$ cat src/pdcd_pkg.sv
/*
  Constants, register map and carrier types for the receive DSP training
  and cable diagnostic register bank.
  Assumes a 32-bit APB slave with word registers at four times the index.
*/
package pdcd_pkg;

  // ----------------------------------------------------------------------
  // Bus and map geometry
  // ----------------------------------------------------------------------
  localparam int PADDR_W = 12;
  localparam int IDX_W = 9;
  localparam int NREG = 14;
  localparam int NEV = 2;

  localparam logic [8:0] IDX_FILTER_TWO = 9'h107;
  localparam logic [8:0] IDX_LOOP_INPUT = 9'h10f;
  localparam logic [8:0] IDX_START_GAIN = 9'h111;
  localparam logic [8:0] IDX_FEEDBACK_EQ = 9'h114;
  localparam logic [8:0] IDX_GAIN_BW = 9'h116;
  localparam logic [8:0] IDX_RECOVERY_THR = 9'h121;
  localparam logic [8:0] IDX_TIMING_THR = 9'h122;
  localparam logic [8:0] IDX_LINKUP_THR = 9'h123;
  localparam logic [8:0] IDX_TRAIN_TIMER = 9'h126;
  localparam logic [8:0] IDX_GAIN_LIMITS = 9'h129;
  localparam logic [8:0] IDX_RETRAIN = 9'h130;
  localparam logic [8:0] IDX_ACTIVE_TEST = 9'h155;
  localparam logic [8:0] IDX_REFL_CTRL = 9'h170;
  localparam logic [8:0] IDX_REFL_CTRL_TWO = 9'h171;
  localparam logic [8:0] IDX_EVT_STATUS = 9'h1f0;
  localparam logic [8:0] IDX_EVT_MASK = 9'h1f1;

  // Slot of each register in the storage array.
  localparam int R_LOOP_INPUT = 1;
  localparam int R_START_GAIN = 2;
  localparam int R_RECOVERY_THR = 5;
  localparam int R_TIMING_THR = 6;
  localparam int R_LINKUP_THR = 7;
  localparam int R_TRAIN_TIMER = 8;
  localparam int R_GAIN_LIMITS = 9;
  localparam int R_RETRAIN = 10;
  localparam int R_ACTIVE_TEST = 11;
  localparam int R_REFL_CTRL = 12;
  localparam int R_REFL_CTRL_TWO = 13;

  localparam logic [8:0] REG_IDX [NREG] = '{
    IDX_FILTER_TWO, IDX_LOOP_INPUT, IDX_START_GAIN, IDX_FEEDBACK_EQ,
    IDX_GAIN_BW, IDX_RECOVERY_THR, IDX_TIMING_THR, IDX_LINKUP_THR,
    IDX_TRAIN_TIMER, IDX_GAIN_LIMITS, IDX_RETRAIN, IDX_ACTIVE_TEST,
    IDX_REFL_CTRL, IDX_REFL_CTRL_TWO};
  localparam logic [15:0] REG_RST [NREG] = '{
    16'h0605, 16'h0300, 16'h6003, 16'h400a, 16'h014a, 16'h199a,
    16'h1027, 16'h051c, 16'h461b, 16'h000f, 16'h0001, 16'h0001,
    16'h0e52, 16'hc85c};
  // Bits that software may change; the rest hold their reset value.
  localparam logic [15:0] REG_WMASK [NREG] = '{
    16'hffff, 16'hffff, 16'hffff, 16'hffff, 16'hffff, 16'h7fff,
    16'h7fff, 16'h7fff, 16'hffff, 16'hffff, 16'hffff, 16'h000f,
    16'h7fff, 16'hffff};

  // ----------------------------------------------------------------------
  // Field positions
  // ----------------------------------------------------------------------
  localparam int B_TEST_START = 15;
  localparam int B_TEST_BUSY = 12;
  localparam int SUM_LSB = 4;
  localparam int SUM_MSB = 11;
  localparam int B_CROSS_DIS = 14;
  localparam int B_TX_BYPASS = 13;
  localparam int B_RX_BYPASS = 12;
  localparam int AVG_LSB = 8;
  localparam int AVG_MSB = 10;
  localparam int NIB_LSB = 0;
  localparam int NIB_MSB = 3;
  localparam int MAXG_LSB = 4;
  localparam int MAXG_MSB = 7;
  localparam int B_RETRAIN_DIS = 11;
  localparam int B_LOOP_SEL = 8;
  localparam int THR_MSB = 14;
  localparam int T1_LSB = 12;
  localparam int T1_MSB = 14;
  localparam int T2_LSB = 6;
  localparam int T2_MSB = 11;
  localparam int T3_LSB = 3;
  localparam int T3_MSB = 5;
  localparam int T4_MSB = 2;
  localparam logic [2:0] AVG_RESERVED = 3'h7;
  localparam logic [2:0] AVG_LARGEST = 3'h6;
  localparam int EV_TEST_DONE = 0;
  localparam int EV_AVG_RSV = 1;

  // ----------------------------------------------------------------------
  // Carriers
  // ----------------------------------------------------------------------
  typedef struct packed {
    logic cross_pair_en;
    logic run_transmit_pair;
    logic run_receive_pair;
    logic [2:0] avg_code;
    logic [3:0] pulse_level;
    logic retrain_allowed;
    logic [3:0] max_gain_idx;
    logic [3:0] min_gain_idx;
    logic [3:0] start_gain_idx;
    logic loop_input_sel;
    logic [14:0] recovery_thr;
    logic [14:0] timing_loop_good_error;
    logic [14:0] linkup_good_error;
    logic [2:0] shift_timer;
    logic [5:0] timing_timer;
    logic [2:0] gain_timer_a;
    logic [2:0] gain_timer_b;
  } pdcd_dsp_cfg_t;

  typedef struct packed {
    logic done;
    logic [7:0] sum;
  } pdcd_test_rsp_t;

endpackage

$ cat src/pdcd_regs.sv
/*
  APB register bank for receive DSP training and cable diagnostics, with
  gain index clamping, retrain gating and an event interrupt.
  Assumes a 32-bit APB master on pclk and DSP logic on the same clock.
*/
// Notes on behaviour
// - writing one to start bit 15 launches the test; zero does nothing
// - status bit 12 reads one while the test runs, zero when done
// - bit 14 clear enables cross-pair mode to find inter-pair shorts
// - bit 13 set skips reflectometry on the transmit pair
// - bit 12 set skips reflectometry on the receive pair
// - bits 10:8 give two-to-the-code averaging; 111 reserved; reset 110
// - bits 3:0 of control two set expected self-reflection; reset 1100
// - retrain-disable bit 11 set blocks gain retraining; reset zero
// - gain index kept between max limit 7:4 and min limit 3:0
// - gain training starts from index in bits 3:0, reset 011
// - bit 8 selects gain correction loop input kind; reset one
// - 15-bit recovery error threshold for 100 Mbps steady state
// - 15-bit good error threshold for the timing loop
// - second 15-bit good error threshold for declaring link-up
// - training timers in bits 14:12, 11:6, 5:3 and 2:0
`timescale 1ns/1ps
module pdcd_regs (
  input wire logic pclk,
  input wire logic presetn,
  input wire logic ce,
  input wire logic psel,
  input wire logic penable,
  input wire logic pwrite,
  input wire logic [11:0] paddr,
  input wire logic [31:0] pwdata,
  output logic [31:0] prdata,
  output logic pready,
  output logic pslverr,
  input wire pdcd_pkg::pdcd_test_rsp_t test_rsp,
  output logic test_start,
  input wire logic [3:0] gain_idx_req,
  output logic [3:0] gain_idx,
  input wire logic retrain_req,
  output logic retrain_go,
  output pdcd_pkg::pdcd_dsp_cfg_t dsp_cfg,
  output logic irq
);

  // ----------------------------------------------------------------------
  // Declarations
  // ----------------------------------------------------------------------
  logic [15:0] reg_r [pdcd_pkg::NREG];
  logic [15:0] reg_nxt [pdcd_pkg::NREG];
  logic [pdcd_pkg::NREG-1:0] hit;
  logic [8:0] idx;
  logic setup;
  logic access;
  logic wr_en;
  logic rd_en;
  logic launch;
  logic hit_status;
  logic hit_mask;
  logic mapped;
  logic [15:0] rd_word;
  logic [31:0] prdata_r;
  logic [31:0] prdata_nxt;
  logic pready_r;
  logic pready_nxt;
  logic pslverr_r;
  logic pslverr_nxt;
  logic [pdcd_pkg::NEV-1:0] status_r;
  logic [pdcd_pkg::NEV-1:0] status_nxt;
  logic [pdcd_pkg::NEV-1:0] mask_r;
  logic [pdcd_pkg::NEV-1:0] mask_nxt;
  logic [pdcd_pkg::NEV-1:0] events;
  logic [pdcd_pkg::NEV-1:0] clr;
  logic irq_r;
  logic irq_nxt;
  logic [3:0] gain_idx_r;
  logic [3:0] gain_idx_nxt;
  logic retrain_go_r;
  logic retrain_go_nxt;
  logic test_busy;
  logic test_done;
  logic [7:0] test_sum;
  logic [3:0] lim_max;
  logic [3:0] lim_min;
  logic [2:0] avg_raw;

  // ----------------------------------------------------------------------
  // Bus decode
  // ----------------------------------------------------------------------
  assign idx = paddr[10:2];
  assign setup = ce && psel && !penable;
  assign access = ce && psel && penable && pready_r;
  assign wr_en = access && pwrite;
  assign rd_en = access && !pwrite;
  assign hit_status = (idx == pdcd_pkg::IDX_EVT_STATUS);
  assign hit_mask = (idx == pdcd_pkg::IDX_EVT_MASK);
  assign mapped = !paddr[11] && ((|hit) || hit_status || hit_mask);
  assign launch = wr_en && !paddr[11] && hit[pdcd_pkg::R_ACTIVE_TEST] &&
                  pwdata[pdcd_pkg::B_TEST_START];

  genvar gi;
  generate
    for (gi = 0; gi < pdcd_pkg::NREG; gi++) begin : g_hit
      assign hit[gi] = (idx == pdcd_pkg::REG_IDX[gi]);
    end
  endgenerate

  // ----------------------------------------------------------------------
  // Read data and bus answer
  // ----------------------------------------------------------------------
  always_comb begin
    rd_word = 16'h0000;
    for (int i = 0; i < pdcd_pkg::NREG; i++) begin
      if (hit[i]) begin
        rd_word = reg_r[i];
      end
    end
    if (hit[pdcd_pkg::R_ACTIVE_TEST]) begin
      // Start bit self-clears and always reads zero.
      rd_word[pdcd_pkg::B_TEST_START] = 1'b0;
      rd_word[pdcd_pkg::B_TEST_BUSY] = test_busy;
      rd_word[pdcd_pkg::SUM_MSB:pdcd_pkg::SUM_LSB] = test_sum;
    end
    if (hit_status) begin
      rd_word = {14'h0000, status_r};
    end
    if (hit_mask) begin
      rd_word = {14'h0000, mask_r};
    end
    if (paddr[11]) begin
      rd_word = 16'h0000;
    end
  end

  // Answer is prepared in the setup cycle, so every access phase is one
  // cycle long and back-to-back transfers need no idle cycle.
  always_comb begin
    pready_nxt = setup;
    prdata_nxt = prdata_r;
    pslverr_nxt = pslverr_r;
    if (setup) begin
      prdata_nxt = {16'h0000, rd_word};
      pslverr_nxt = !mapped;
    end else if (access) begin
      pslverr_nxt = 1'b0;
    end
  end

  always_ff @(posedge pclk or negedge presetn) begin
    if (!presetn) begin
      prdata_r <= 32'h0000_0000;
      pready_r <= 1'b0;
      pslverr_r <= 1'b0;
    end else if (ce) begin
      prdata_r <= prdata_nxt;
      pready_r <= pready_nxt;
      pslverr_r <= pslverr_nxt;
    end
  end

  assign prdata = prdata_r;
  assign pready = pready_r;
  assign pslverr = pslverr_r;

  // ----------------------------------------------------------------------
  // Configuration storage
  // ----------------------------------------------------------------------
  // Read-only and self-clearing bits keep their reset value.
  always_comb begin
    for (int i = 0; i < pdcd_pkg::NREG; i++) begin
      reg_nxt[i] = reg_r[i];
      if (wr_en && !paddr[11] && hit[i]) begin
        reg_nxt[i] = (pwdata[15:0] & pdcd_pkg::REG_WMASK[i]) |
                     (pdcd_pkg::REG_RST[i] & ~pdcd_pkg::REG_WMASK[i]);
      end
    end
  end

  always_ff @(posedge pclk or negedge presetn) begin
    if (!presetn) begin
      for (int i = 0; i < pdcd_pkg::NREG; i++) begin
        reg_r[i] <= pdcd_pkg::REG_RST[i];
      end
    end else if (ce) begin
      for (int i = 0; i < pdcd_pkg::NREG; i++) begin
        reg_r[i] <= reg_nxt[i];
      end
    end
  end

  // ----------------------------------------------------------------------
  // Active-link cable test
  // ----------------------------------------------------------------------
  pdcd_test_seq u_test_seq (
    .pclk(pclk),
    .presetn(presetn),
    .ce(ce),
    .launch(launch),
    .rsp(test_rsp),
    .start_r(test_start),
    .busy_r(test_busy),
    .done_r(test_done),
    .sum_r(test_sum)
  );

  // ----------------------------------------------------------------------
  // Configuration outputs
  // ----------------------------------------------------------------------
  assign avg_raw = reg_r[pdcd_pkg::R_REFL_CTRL]
                   [pdcd_pkg::AVG_MSB:pdcd_pkg::AVG_LSB];
  assign lim_max = reg_r[pdcd_pkg::R_GAIN_LIMITS]
                   [pdcd_pkg::MAXG_MSB:pdcd_pkg::MAXG_LSB];
  assign lim_min = reg_r[pdcd_pkg::R_GAIN_LIMITS]
                   [pdcd_pkg::NIB_MSB:pdcd_pkg::NIB_LSB];

  always_comb begin
    dsp_cfg.cross_pair_en =
      !reg_r[pdcd_pkg::R_REFL_CTRL][pdcd_pkg::B_CROSS_DIS];
    dsp_cfg.run_transmit_pair =
      !reg_r[pdcd_pkg::R_REFL_CTRL][pdcd_pkg::B_TX_BYPASS];
    dsp_cfg.run_receive_pair =
      !reg_r[pdcd_pkg::R_REFL_CTRL][pdcd_pkg::B_RX_BYPASS];
    // The reserved averaging code runs as the largest legal count.
    dsp_cfg.avg_code = (avg_raw == pdcd_pkg::AVG_RESERVED) ?
                       pdcd_pkg::AVG_LARGEST : avg_raw;
    dsp_cfg.pulse_level = reg_r[pdcd_pkg::R_REFL_CTRL_TWO]
                          [pdcd_pkg::NIB_MSB:pdcd_pkg::NIB_LSB];
    dsp_cfg.retrain_allowed =
      !reg_r[pdcd_pkg::R_RETRAIN][pdcd_pkg::B_RETRAIN_DIS];
    dsp_cfg.max_gain_idx = lim_max;
    dsp_cfg.min_gain_idx = lim_min;
    dsp_cfg.start_gain_idx = reg_r[pdcd_pkg::R_START_GAIN]
                             [pdcd_pkg::NIB_MSB:pdcd_pkg::NIB_LSB];
    dsp_cfg.loop_input_sel =
      reg_r[pdcd_pkg::R_LOOP_INPUT][pdcd_pkg::B_LOOP_SEL];
    dsp_cfg.recovery_thr = reg_r[pdcd_pkg::R_RECOVERY_THR]
                           [pdcd_pkg::THR_MSB:0];
    dsp_cfg.timing_loop_good_error = reg_r[pdcd_pkg::R_TIMING_THR]
                                     [pdcd_pkg::THR_MSB:0];
    dsp_cfg.linkup_good_error = reg_r[pdcd_pkg::R_LINKUP_THR]
                                [pdcd_pkg::THR_MSB:0];
    dsp_cfg.shift_timer = reg_r[pdcd_pkg::R_TRAIN_TIMER]
                          [pdcd_pkg::T1_MSB:pdcd_pkg::T1_LSB];
    dsp_cfg.timing_timer = reg_r[pdcd_pkg::R_TRAIN_TIMER]
                           [pdcd_pkg::T2_MSB:pdcd_pkg::T2_LSB];
    dsp_cfg.gain_timer_a = reg_r[pdcd_pkg::R_TRAIN_TIMER]
                           [pdcd_pkg::T3_MSB:pdcd_pkg::T3_LSB];
    dsp_cfg.gain_timer_b = reg_r[pdcd_pkg::R_TRAIN_TIMER]
                           [pdcd_pkg::T4_MSB:0];
  end

  // ----------------------------------------------------------------------
  // Gain index clamp and retrain gate
  // ----------------------------------------------------------------------
  // Higher gain sits at the lower index, so the max limit is the floor.
  always_comb begin
    gain_idx_nxt = gain_idx_req;
    if (gain_idx_req < lim_max) begin
      gain_idx_nxt = lim_max;
    end else if (gain_idx_req > lim_min) begin
      gain_idx_nxt = lim_min;
    end
    retrain_go_nxt = retrain_req && dsp_cfg.retrain_allowed;
  end

  always_ff @(posedge pclk or negedge presetn) begin
    if (!presetn) begin
      gain_idx_r <= 4'h0;
      retrain_go_r <= 1'b0;
    end else if (ce) begin
      gain_idx_r <= gain_idx_nxt;
      retrain_go_r <= retrain_go_nxt;
    end
  end

  assign gain_idx = gain_idx_r;
  assign retrain_go = retrain_go_r;

  // ----------------------------------------------------------------------
  // Events and interrupt
  // ----------------------------------------------------------------------
  // Only bits returned by the read are cleared, so a new event wins.
  always_comb begin
    events = '0;
    events[pdcd_pkg::EV_TEST_DONE] = test_done;
    events[pdcd_pkg::EV_AVG_RSV] = wr_en && !paddr[11] &&
      hit[pdcd_pkg::R_REFL_CTRL] &&
      (pwdata[pdcd_pkg::AVG_MSB:pdcd_pkg::AVG_LSB] ==
       pdcd_pkg::AVG_RESERVED);
    clr = (rd_en && !paddr[11] && hit_status) ?
          prdata_r[pdcd_pkg::NEV-1:0] : '0;
    status_nxt = (status_r & ~clr) | events;
    mask_nxt = mask_r;
    if (wr_en && !paddr[11] && hit_mask) begin
      mask_nxt = pwdata[pdcd_pkg::NEV-1:0];
    end
    irq_nxt = |(status_r & mask_r);
  end

  always_ff @(posedge pclk or negedge presetn) begin
    if (!presetn) begin
      status_r <= '0;
      mask_r <= '0;
      irq_r <= 1'b0;
    end else if (ce) begin
      status_r <= status_nxt;
      mask_r <= mask_nxt;
      irq_r <= irq_nxt;
    end
  end

  assign irq = irq_r;
endmodule

$ cat src/pdcd_test_seq.sv
/*
  Tracker for the active-link cable test: launches it and holds the busy
  flag and result until the diagnostic engine reports completion.
  Assumes the engine runs on pclk and pulses done for one cycle.
*/
`timescale 1ns/1ps
module pdcd_test_seq (
  input wire logic pclk,
  input wire logic presetn,
  input wire logic ce,
  input wire logic launch,
  input wire pdcd_pkg::pdcd_test_rsp_t rsp,
  output logic start_r,
  output logic busy_r,
  output logic done_r,
  output logic [7:0] sum_r
);

  typedef enum logic {PDCD_IDLE, PDCD_RUN} pdcd_tstate_t;

  pdcd_tstate_t state_r;
  pdcd_tstate_t state_nxt;
  logic start_nxt;
  logic done_nxt;
  logic [7:0] sum_nxt;

  // A launch while a test runs is ignored; the running test finishes.
  always_comb begin
    state_nxt = state_r;
    start_nxt = 1'b0;
    done_nxt = 1'b0;
    sum_nxt = sum_r;
    case (state_r)
      PDCD_IDLE: begin
        if (launch) begin
          state_nxt = PDCD_RUN;
          start_nxt = 1'b1;
        end
      end
      PDCD_RUN: begin
        if (rsp.done) begin
          state_nxt = PDCD_IDLE;
          done_nxt = 1'b1;
          sum_nxt = rsp.sum;
        end
      end
      default: state_nxt = PDCD_IDLE;
    endcase
  end

  always_ff @(posedge pclk or negedge presetn) begin
    if (!presetn) begin
      state_r <= PDCD_IDLE;
      start_r <= 1'b0;
      busy_r <= 1'b0;
      done_r <= 1'b0;
      sum_r <= 8'h00;
    end else if (ce) begin
      state_r <= state_nxt;
      start_r <= start_nxt;
      busy_r <= (state_nxt == PDCD_RUN);
      done_r <= done_nxt;
      sum_r <= sum_nxt;
    end
  end

endmodule

$ cat config.mk
export PLATFORM = sky130hd
export DESIGN_NAME = pdcd_regs
export DESIGN_NICKNAME = d
export VERILOG_FILES = /design/src/pdcd_pkg.sv /design/src/pdcd_regs.sv /design/src/pdcd_test_seq.sv
export SDC_FILE = /design/constraint.sdc
export NUM_CORES = 1
export LEC_CHECK = 0
export BUFFER_PORTS_ARGS = -buffer_cell sky130_fd_sc_hd__buf_4
export CORE_MARGIN = 1
export CORE_UTILIZATION = 58
export DETAILED_ROUTE_END_ITERATION = 10
export GPL_TIMING_DRIVEN = 0
export PLACE_DENSITY = 0.87
export SLEW_MARGIN = 25
export SYNTH_ARGS = -nofsm -noshare
export SYNTH_HDL_FRONTEND = slang
export SYNTH_SLANG_ARGS = --single-unit
$ cat constraint.sdc
create_clock -name pclk -period 2.3 [get_ports pclk]
set_input_delay 0.23 -clock pclk [delete_from_list [all_inputs] [get_ports pclk]]
set_output_delay 0.23 -clock pclk [all_outputs]
set_load 0.05 [all_outputs]
# Yosys cells after proc, flatten, opt, wreduce, memory -nomap -nowiden
# Index checks and enable logic that the tools add are counted.
[totals]
reg_bits = 247
in_bits = 64
output_inout_bits = 125
elab_cells = 141
[op_classes]
n_lt_le_gt_ge = 2
eq_ne = 18
muxes = 31
n_bitwise = 5
reduce_logical = 59
[ops]
columns = ["cell", "n"]
rows = [
  ["16-bit two-way mux", 17],
  ["9-bit equality test, second input constant", 16],
  ["2-bit AND reduction", 17],
  ["1-bit logical AND", 28],
  ["14-bit OR reduction", 1],
  ["9-bit two-way mux", 1],
  ["1-bit logical NOT", 8],
  ["1-bit two-way mux", 8],
  ["4-bit two-way mux", 2],
  ["3-bit equality test, second input constant", 2],
  ["2-bit bitwise AND", 2],
  ["4-bit > comparator", 1],
  ["4-bit less-than comparator", 1],
  ["3-bit two-way mux", 1],
  ["3-bit AND reduction", 1],
  ["1-bit logical OR", 2],
  ["2-bit two-way mux", 1],
  ["2-bit inverter", 1],
  ["2-bit OR", 1],
  ["1-bit case mux with 2 select lines", 1],
  ["2-bit nonzero test", 1],
  ["2-bit OR reduction", 1],
  ["1-bit inverter", 1],
]

# Logic depth before layout (Yosys ltp)
# Gate-level depths: netlist of run 1.
[depth]
word_depth = 19
mapped_depth = 9
mapped_depth_nobuf = 8

# Modules after synthesis
# A second synthesis of run 1 with hierarchy kept.
[hier_totals]
cells_unflattened = 1178
area_unflattened_um2 = 13208.9
[by_module_without_submodules]
columns = ["module", "n_inst", "cells_each", "area_per_inst_um2", "seq_area_each_um2"]
rows = [
  ["pdcd_regs", 1, 1151, 12792.3, 5980.7],
  ["pdcd_test_seq", 1, 27, 416.6, 275.3],
]

# Least setup slack after synthesis of run 1
# Ideal clock, no wire load.
[synth_path]
kind = "flip-flop to flip-flop"
from = "register pready_r (netlist: pready)"
to = "register reg_r[197] (netlist name)"
setup_ns = 0.125
t_arrival_ns = 2.182
path_slack_ns = -0.007
stages_incl_launch_ff = 7
path_buffers = 1
synth_period_minus_slack_ns = 2.307
cell_sequence = "dfrtp_1 > nand2_1 > nor3_1 > nand2_1 > nor3_2 > buf_4 > mux2_2"
[synth_via]
elab_chain_len = 5
[synth_rtl]
columns = ["element", "line_no", "rtl"]
rows = [
  ["start: declaration", "pdcd_regs.sv:63", "logic pready_r;"],
  ["start signal: assignment", "pdcd_regs.sv:155", "pready_r <= pready_nxt;"],
  ["1-bit logical AND", "pdcd_regs.sv:91", "assign access = ce && psel && penable && pready_r;"],
  ["1-bit logical AND", "pdcd_regs.sv:92", "assign wr_en = access && pwrite;"],
  ["1-bit logical AND (2 in a row)", "pdcd_regs.sv:171", "if (wr_en && !paddr[11] && hit[i]) begin"],
  ["2-bit AND reduction (no source line)", "--", ""],
  ["end signal: indexed assignment", "pdcd_regs.sv:181", "reg_r[i] <= pdcd_pkg::REG_RST[i];"],
  ["end signal: indexed assignment", "pdcd_regs.sv:185", "reg_r[i] <= reg_nxt[i];"],
  ["end: declaration", "pdcd_regs.sv:48", "logic [15:0] reg_r [pdcd_pkg::NREG];"],
]
# No other way between the ends.
# A chain may end at the register's enable or synchronous reset.

# Worst setup path after layout of run 1
[layout_path]
from = "input port paddr[10]"
to = "register reg_r[10] (netlist name)"
[layout_via]
elab_chain_len = 3
[layout_rtl]
columns = ["element", "line_no", "rtl"]
rows = [
  ["start: declaration", "pdcd_regs.sv:30", "input wire logic [11:0] paddr,"],
  ["9-bit equality test", "pdcd_regs.sv:103", "assign hit[gi] = (idx == pdcd_pkg::REG_IDX[gi]);"],
  ["1-bit logical AND", "pdcd_regs.sv:171", ""],
  ["2-bit AND reduction (no source line)", "--", ""],
]
# No other way between the ends.

==> results of run 1 <==
sequential cells by signal (all words and copies together), names as in the netlist:
name                flops
status_r                2
u_test_seq.sum_r        8
u_test_seq.done_r       1
prdata                 16
avg_raw                 3
mask_r                  2
pready                  1
retrain_go              1
dsp_cfg                77
irq                     1
gain_idx                4
pslverr                 1
u_test_seq.busy_r       1
reg_r                 128
u_test_seq.start_r      1
cell usage after synthesis, drive strengths merged (3+ instances only):
| cell | number |
|---|---|
| nor2 | 37 |
| dfrtp | 187 |
| and3 | 5 |
| a21oi | 75 |
| o21ai | 61 |
| mux2 | 223 |
| clkbuf | 40 |
| o221ai | 12 |
| a31oi | 7 |
| a2bb2oi | 5 |
| a221oi | 9 |
| nor4b | 5 |
| and4bb | 4 |
| buf | 131 |
| or3 | 5 |
| and2 | 10 |
| nor3 | 19 |
| nand3 | 14 |
| a32oi | 5 |
| ha | 7 |
| mux2i | 18 |
| nor2b | 12 |
| nand2 | 66 |
| inv | 28 |
| a21o | 3 |
| o22ai | 16 |
| a221o | 8 |
| a22oi | 17 |
| o211ai | 5 |
| nor4bb | 4 |
| nand4 | 8 |
| o311ai | 3 |
| o22a | 6 |
| nand2b | 10 |
| o21a | 4 |
| or2 | 3 |
| a211oi | 6 |
| dfstp | 60 |
power by group:
part / switching, mW / total [mW] / internal (mW)
sequential: 0.0136 / 4.38 / 4.37
combinational: 0.571 / 0.811 / 0.240
clock: 1.80 / 4.67 / 2.88
total: 2.38 / 9.87 / 7.49
what timing repair did:
action                                  in CTS  in global routing
resized for setup                           12                 21
endpoints found under the setup margin      56                 33
hold buffers                                25                  0
buffers inserted                             6                  2
endpoints found under the hold margin       95                  0
pin swaps                                    3                  1
through the flow:
| step | worst slack, ps | hold slack (ps) | cell area, sq um |
|---|---|---|---|
| 6_report | -30.33 | 10.73 | 16190 |
| 5_1_grt | 2.675 | 20.08 | 16190 |
| 4_1_cts | 14.83 | 2.571 | 16130 |
| 3_5_place_dp | -763.8 | 205.4 | 14840 |
| 3_3_place_gp | -1103 | 466.6 | 14770 |
| 2_1_floorplan | 126.8 | -65.59 | 13300 |
worst min path at each step:
stage	startpoint	end	cells after the start
after floorplan	presetn	avg_raw[0]$_DFFE_PN0P_	0
after global placement	test_rsp[0]	u_test_seq.sum_r[0]$_DFFE_PN0P_	2
after detailed placement	presetn	reg_r[198]$_DFFE_PN0P_	1
after CTS	pwdata[0]	reg_r[192]$_DFFE_PN0P_	2
after global routing	pwdata[0]	dsp_cfg[65]$_DFFE_PN1P_	2
final	pwdata[0]	dsp_cfg[65]$_DFFE_PN1P_	2
metal layers:
metal  vias to the layer above  track usage  share of wire
met5                         -            0              0
met3                       193      0.09527           0.12
met1                      5492       0.5044           0.38
met4                         0       0.1770          0.049
li1                       4617            -              -
met2                       857       0.6099           0.45
worst reg2reg max path, stage by stage, from the launching register on:
cell	delay, ps
dfrtp_2	370
nand2_1	60
nor3_2	240
and2_1	280
buf_4	280
nand3_2	240
buf_2	320
mux2_2	310
cell families after synthesis:
family	after synthesis	share of synthesized area
DFF	247	0.4725
muxes	241	0.2061
AOI/OAI and AO/OA	259	0.1277
buffers and inverters	200	0.08988
adders and majority gates	7	0.006615
other	1	0.0002833
and+or+nand+nor	216	0.09687
layout make-up:
type	instances	area, sq um	area share
plain buffers	169	1087	0.06714
clock buffers	40	814.5	0.05030
clock inverters	8	142.6	0.008808
inverters	29	112.6	0.006954
multi-input cells	739	5931	0.3662
flip-flops and latches	247	6257	0.3864
well taps	280	350.3	0.02163
repair buffers	185	1499	0.09256
==> insert_results.sql, run 1 <==
INSERT INTO impl_metrics (metric_group, metric, value, unit) VALUES
('critical_path', 'critical-path-top-cell-by-count', 'buf_2', ''),
('place', 'placement.io_buffers', '150', ''),
('critical_path', 'worstSetupEndpoint', 'reg_r[10]$_DFFE_PN0P_', ''),
('pwr', 'power_leakage', '7.944', 'nW'),
('synth', 'syn_inst', '1171', ''),
('synth', 'synth_enable_flop_cells', '0', ''),
('clock_network', 'clock_tree_from_tritoncts', 'yes', ''),
('finish', 'final_util', '0.7330', ''),
('global_routing', 'largest_net_degree_at_the_start_of_global_routing', '96', ''),
('critical_path', 'worst_stage_delay_on_the_critical_path', '430', 'ps'),
('critical_path', 'ff2ff_path_depth', '7', ''),
('clock_network', 'clock-sinks', '247', ''),
('clock_network', 'worst_setup_hold_path_clk_slew', '60', 'ps'),
('synth', 'synth.lib_cells_used.distinct', '80', ''),
('synth', 'synthesis.yosys.warnings', '0', ''),
('critical_path', 'timing.critical_path.slowest_stage_cell', 'nor2_1', ''),
('clock_network', 'cts_buffers', '26', ''),
('finish', 'layout.cells.most_common', 'buf_4', ''),
('finish', 'cell_count_final_fillers_out', '1697', ''),
('synth', 'synth_ff_type', 'dfrtp_1', ''),
('sta', 'setup_slack', '-30.33', 'ps'),
('pwr', 'ir_drop', '0.5663', 'mV'),
('sta', 'fmax', '429.1', 'MHz'),
('run_status', 'status', 'finished, violations left', ''),
('finish', 'fill_cells', '1500', ''),
('clock_network', 'cts_buffer_depth', '3', ''),
('routing', 'first_iter_violations', '1269', ''),
('critical_path', 'critPathArrivalTime', '2760', 'ps'),
('synth', 'synth-async-reset-ratio', '1.000', ''),
('routing', 'dr_wl_cell', '26.74', 'um'),
('critical_path', 'crit_path_start', 'paddr[10]', ''),
('critical_path', 'timing.critical_path.to_type', 'flop', ''),
('synth', 'seq_area_frac_synth', '0.4725', ''),
('routing', 'ratio_of_routed_vias_to_standard_cells', '6.576', ''),
('sta', 'slew_at_the_pin_with_the_worst_max_slew_slack', '893.5', 'ps'),
('critical_path', 'path_buf_inv', '4', ''),
('sta', 'timing.final.crit_period', '2330', 'ps'),
('sta', 'max_slew_margin', '0.4043', ''),
('finish', 'fin_nets', '1468', ''),
('synth', 'ys_ff_latch', '247', ''),
('routing', 'drt_wl_total', '45380', 'um'),
('run_status', 'failed_checks', 'setup timing', ''),
('critical_path', 'timing.critical_path.max_delay_family', 'simple AND/OR/NAND/NOR gates', ''),
('floorplan', 'die_area', '23430', 'sq um'),
('synth', 'synthesis.area_per_instance', '11.31', 'sq um'),
('run', 'number_of_maximum_capacitance_violations', '0', ''),
('critical_path', 'worst-endpoint-required', '2730', 'ps'),
('critical_path', 'timing.critical_path.cells', 'buf_4 -> buf_2 -> and3b_1 -> clkbuf_1 -> nand2_1 -> nor2_1 -> nand2_2 -> buf_2 -> mux2_2', ''),
('global_routing', 'antenna_found_initial', '0', ''),
('clock_network', 'clk_root_buffer_cell', 'clkbuf_16', ''),
('place', 'hpwl', '32380', 'um'),
('critical_path', 'worstSetupPathDepth', '9', ''),
('synth', 'synth.area.top_cells', 'dfrtp_1 35%, mux2_2 18%, dfstp_2 12%', ''),
('sta', 'fin_crit_sh', '1.013', ''),
('place', 'routabilityCongestion', '0.9790', ''),
('synth', 'synth.largest_area_cell', 'dfrtp_1', ''),
('pwr', 'design_power_total', '9.865', 'mW'),
('critical_path', 'reg2reg_setup_slack', '90', 'ps'),
('critical_path', 'critical_path_peak_fanout', '10', ''),
('sta', 'tns_setup', '-165.0', 'ps'),
('sta', 'report.final.setup_viol', '7', ''),
('finish', 'diodes', '0', ''),
('global_routing', 'first_global_vias', '10997', ''),
('synth', 'fraction_of_post_synthesis_cell_area_in_the_top_cell_type_by_area', '0.3535', ''),
('routing', 'drc_errors', '0', ''),
('global_routing', 'global_route_wire_length_before_repair', '67500', 'um'),
('hold_path', 'hold_path_class', 'in2reg', ''),
('sta', 'drv_slew', '0', ''),
('floorplan', 'core.rowCount', '54', ''),
('place', 'numPlacedInstances', '1618', ''),
('floorplan', 'boundaryPins', '189', '');
(Power assumes the default switching activity.)
==> inputs of run 2 (changes only) <==
--- a/config.mk
+++ b/config.mk
@@ -14,4 +14,5 @@
 export SLEW_MARGIN = 25
 export SYNTH_ARGS = -nofsm -noshare
 export SYNTH_HDL_FRONTEND = slang
+export SYNTH_HIERARCHICAL = 1
 export SYNTH_SLANG_ARGS = --single-unit
==> run 2 against run 1 <==
Against the previous run:
- critical endpoint is now prdata[14]$_DFFE_PN0P_
- combinational power is 12% higher
- synthesized area is 0.23% lower
- largest cell class unchanged
- setup slack got worse by 33 ps
- global-route usage shrank 0.37 points
- the run still ends with setup timing left
- register-to-register slack worse by 50 ps
- first-iteration DRC count up 12%
- cell area increased by 0.43%
- total power fell by 3.6%
- critical path depth down 2
- clock skew fell by 1.9 ps
- highest routed layer is now met5
- via count grew 2.5%
- fmax fell by 1.4%
==> insert_results.sql, run 2 <==
INSERT INTO impl_metrics (metric_group, metric, value, unit) VALUES
('global_routing', 'grt_remaining_overflow', '0', ''),
('finish', 'fin_nets', '1496', ''),
('routing', 'drc_errors', '0', ''),
('clock_network', 'clock_insertion_delay_worst_skew', '550', 'ps'),
('finish', 'final_util', '0.7362', ''),
('synth', 'synth_simple_gate_area_share', '0.1011', ''),
('floorplan', 'die_width', '152.9', 'um'),
('run_status', 'failed_checks', 'setup timing', ''),
('clock_network', 'worst_setup_hold_path_clk_slew', '60', 'ps'),
('sta', 'report.final.setup_viol', '6', ''),
('critical_path', 'crit-reg2reg-capture', 'dsp_cfg[51]$_DFFE_PN0P_', ''),
('run', 'number_of_maximum_capacitance_violations', '0', ''),
('floorplan', 'dieHeight', '152.9', 'um'),
('pwr', 'design_power_total', '9.513', 'mW'),
('finish', 'largest-register', 'reg_r', ''),
('synth', 'synth.largest_area_cell', 'dfrtp_1', ''),
('sta', 'hold_ws', '7.465', 'ps'),
('critical_path', 'critical_path_peak_fanout', '10', ''),
('critical_path', 'timing.critical_path.max_delay_family', 'buffers and inverters', ''),
('finish', 'cell_count_final_fillers_out', '1725', ''),
('synth', 'synth-async-reset-ratio', '1.000', ''),
('sta', 'max_slew_margin', '0.3933', ''),
('floorplan', 'die_area', '23380', 'sq um'),
('pwr', 'powerDensity', '584.9', 'nW/um^2'),
('global_routing', 'largest_net_degree_at_the_start_of_global_routing', '95', ''),
('sta', 'timing.final.crit_period', '2363', 'ps'),
('sta', 'timing.final.hold_violations', '0', ''),
('place', 'numPlacedInstances', '1629', ''),
('finish', 'layout.cells.most_common', 'buf_4', ''),
('synth', 'synth.most_common_cell', 'mux2_2', ''),
('synth', 'syn_inst', '1178', ''),
('global_routing', 'first_global_vias', '11390', ''),
('synth', 'synth_area', '13210', 'sq um'),
('synth', 'seq_area_frac_synth', '0.4736', ''),
('hold_path', 'min-delay-start', 'pwdata[3]', ''),
('sta', 'tns_setup', '-242.6', 'ps'),
('critical_path', 'timing.critical_path.to_type', 'flop', ''),
('critical_path', 'timing.critical_path.cells', 'buf_4 -> buf_2 -> nor4b_1 -> clkbuf_1 -> a21oi_1 -> o311ai_1 -> nand2_1', ''),
('synth', 'synth.lib_cells_used.distinct', '82', ''),
('routing', 'routed-via-count', '11437', ''),
('pwr', 'power_leakage', '7.794', 'nW'),
('pwr', 'ir_drop', '0.5737', 'mV'),
('synth', 'ys_ff_latch', '247', ''),
('place', 'routabilityCongestion', '1.016', ''),
('sta', 'finClkSkew', '18.86', 'ps'),
('critical_path', 'worst-endpoint-required', '2690', 'ps'),
('synth', 'synth_xor_area_frac', '0', ''),
('run_status', 'status', 'finished, violations left', ''),
('sta', 'drv_slew', '0', ''),
('synth', 'synth_top_family_by_area', 'multiplexers', ''),
('critical_path', 'rr_startpoint', 'pready$_DFFE_PN0P_', ''),
('finish', 'area_delta_synth_final', '23.13', '%'),
('critical_path', 'critPathArrivalTime', '2750', 'ps'),
('critical_path', 'reg2reg_setup_slack', '40', 'ps'),
('routing', 'final_antenna_net_count', '0', ''),
('synth', 'synth_commonest_cells', '210 x mux2_2, 187 x dfrtp_1, 103 x buf_4', ''),
('hold_path', 'min_delay_worst_endpoint', 'reg_r[147]$_DFFE_PN1P_', ''),
('critical_path', 'crit_type', 'in2reg', ''),
('critical_path', 'worst_stage_delay_on_the_critical_path', '690', 'ps'),
('finish', 'fill_cells', '1552', ''),
('routing', 'first_iter_violations', '1423', ''),
('synth', 'synth_ff_type', 'dfrtp_1', ''),
('synth', 'synth_compound_area_frac', '0.1421', ''),
('synth', 'synth.area.mux_share', '0.1896', ''),
('global_routing', 'grtUsageTotal', '0.3828', ''),
('global_routing', 'antenna_found_initial', '1', ''),
('synth', 'synth_fa_ha_area_frac', '0.006631', ''),
('finish', 'finalInstanceArea', '16260', 'sq um'),
('sta', 'setup_slack', '-63.17', 'ps'),
('synth', 'synthesis.area_per_instance', '11.21', 'sq um'),
('place', 'placement.io_buffers', '153', ''),
('critical_path', 'timing.critical_path.slowest_stage_cell', 'nor4b_1', ''),
('sta', 'slew_at_the_pin_with_the_worst_max_slew_slack', '906.7', 'ps'),
('clock_network', 'clk_root_buffer_cell', 'clkbuf_16', ''),
('clock_network', 'htree_levels', '1', ''),
('floorplan', 'boundaryPins', '189', ''),
('floorplan', 'core.rowCount', '54', ''),
('synth', 'synth.area.top_cells', 'dfrtp_1 35%, mux2_2 18%, dfstp_2 12%', ''),
('routing', 'drt_wl_total', '45060', 'um'),
('finish', 'layout.cells.most_common_list', '280 x buf_4, 210 x mux2_2, 186 x dfrtp_1', ''),
('sta', 'fin_crit_sh', '1.027', ''),
('clock_network', 'cts_buffers', '26', ''),
('finish', 'diodes', '0', ''),
('floorplan', 'placeableCoreArea', '22090', 'sq um'),
('sta', 'fmax', '423.2', 'MHz'),
('hold_path', 'hold_path_class', 'in2reg', ''),
('place', 'dp_worst_setup_slack', '-1070', 'ps'),
('clock_network', 'clock-sinks', '247', ''),
('routing', 'ratio_of_routed_vias_to_standard_cells', '6.630', ''),
('finish', 'proportion_of_layout_cells_with_a_drive_suffix_above_1', '0.4637', ''),
('global_routing', 'global_route_wire_length_before_repair', '67600', 'um'),
('routing', 'dr.pass1.iters', '6', ''),
('critical_path', 'worstSetupStartpointType', 'input pin', ''),
('critical_path', 'path_buf_inv', '3', ''),
('clock_network', 'clock_tree_from_tritoncts', 'yes', ''),
('hold_path', 'whs_path_depth', '2', ''),
('sta', 'rsz_0062_raised_after_global_routing', 'false', ''),
('critical_path', 'ff2ff_path_depth', '6', ''),
('clock_network', 'cts_buffer_depth', '3', ''),
('synth', 'synthesis.yosys.warnings', '6', ''),
('place', 'hpwl', '32090', 'um'),
('place', 'detailed_place.area', '14860', 'sq um'),
('routing', 'dr_wl_cell', '26.12', 'um'),
('floorplan', 'floorplan.initialDensity', '0.5979', ''),
('synth', 'synth_enable_flop_cells', '0', ''),
('finish', 'largest_register_ff_count', '128', ''),
('synth', 'fraction_of_post_synthesis_cell_area_in_the_top_cell_type_by_area', '0.3543', '');
==> run 2: changes by cell type after synthesis, sizes merged, moves of 8 or more <==
| cell | before | now |
|---|---|---|
| a21o | 3 | 13 |
| a21oi | 75 | 67 |
| inv | 28 | 20 |
| mux2 | 223 | 210 |
| nand2 | 66 | 45 |
| nand3 | 14 | 32 |
| nor2 | 37 | 47 |
| nor3 | 19 | 28 |
| o2111ai | 0 | 9 |
==> run 2: cells by family after synthesis <==
logic type               count (synthesis)
other                                    1
buffers and inverters                  192
AND/OR/NAND/NOR                        226
AO/OA/AOI/OAI                          281
multiplexers                           224
flip-flops                             247
adder cells (fa/ha/maj)                  7
==> run 2: repair_timing <==
action | in CTS | in global routing
endpoints found under the setup margin | 189 | 81
resized for setup | 23 | 30
hold endpoints to repair | 196 | 0
hold buffers | 25 | 0
setup buffers | 12 | 12
pin swaps | 7 | 5
==> run 2: worst max path at each step <==
stage / start / end / slack, ps / cells after the start
floorplan: pready$_DFFE_PN0P_ / reg_r[181]$_DFFE_PN0P_ / 10 / 7
global route: paddr[5] / prdata[5]$_DFFE_PN0P_ / 3 / 9
global placement: presetn / pready$_DFFE_PN0P_ / -1110 / 1
detailed placement: paddr[4] / dsp_cfg[51]$_DFFE_PN0P_ / -1070 / 7
CTS: pready$_DFFE_PN0P_ / reg_r[151]$_DFFE_PN0P_ / 6 / 7
finish: paddr[9] / prdata[14]$_DFFE_PN0P_ / -60 / 7
==> run 2: area by class of cell <==
cell class	instances	area, sq um	share of cell area
multi-input combinational	754	6021	0.3702
tap	280	350.3	0.02154
timing repair buffer	205	1669	0.1026
buffer	171	1090	0.06701
sequential	247	6257	0.3847
clock inverter	3	18.77	0.001154
inverter	20	75.07	0.004616
clock buffer	45	783.3	0.04816
==> run 2: power breakdown <==
group | switching (mW) | total (mW) | leakage (nW) | internal (mW)
sequential | 0.0866 | 4.54 | 3.16 | 4.45
combinational | 0.604 | 0.906 | 4.25 | 0.303
clock | 1.77 | 4.07 | 0.390 | 2.30
==> run 2: worst register-to-register path: stages (launching register included) <==
cell	delay [ps]
dfrtp_2	370
nand2_1	110
nor3_4	280
nand2_1	200
nor3_4	480
buf_4	340
mux2_2	360
==> run 2: routing by layer <==
metal	global-route usage	up-vias	routed length [um]
li1	-	4764	-
met1	0.5003	5657	16920
met2	0.5985	833	20480
met3	0.09300	181	5229
met4	0.1900	2	2418
met5	0	-	10
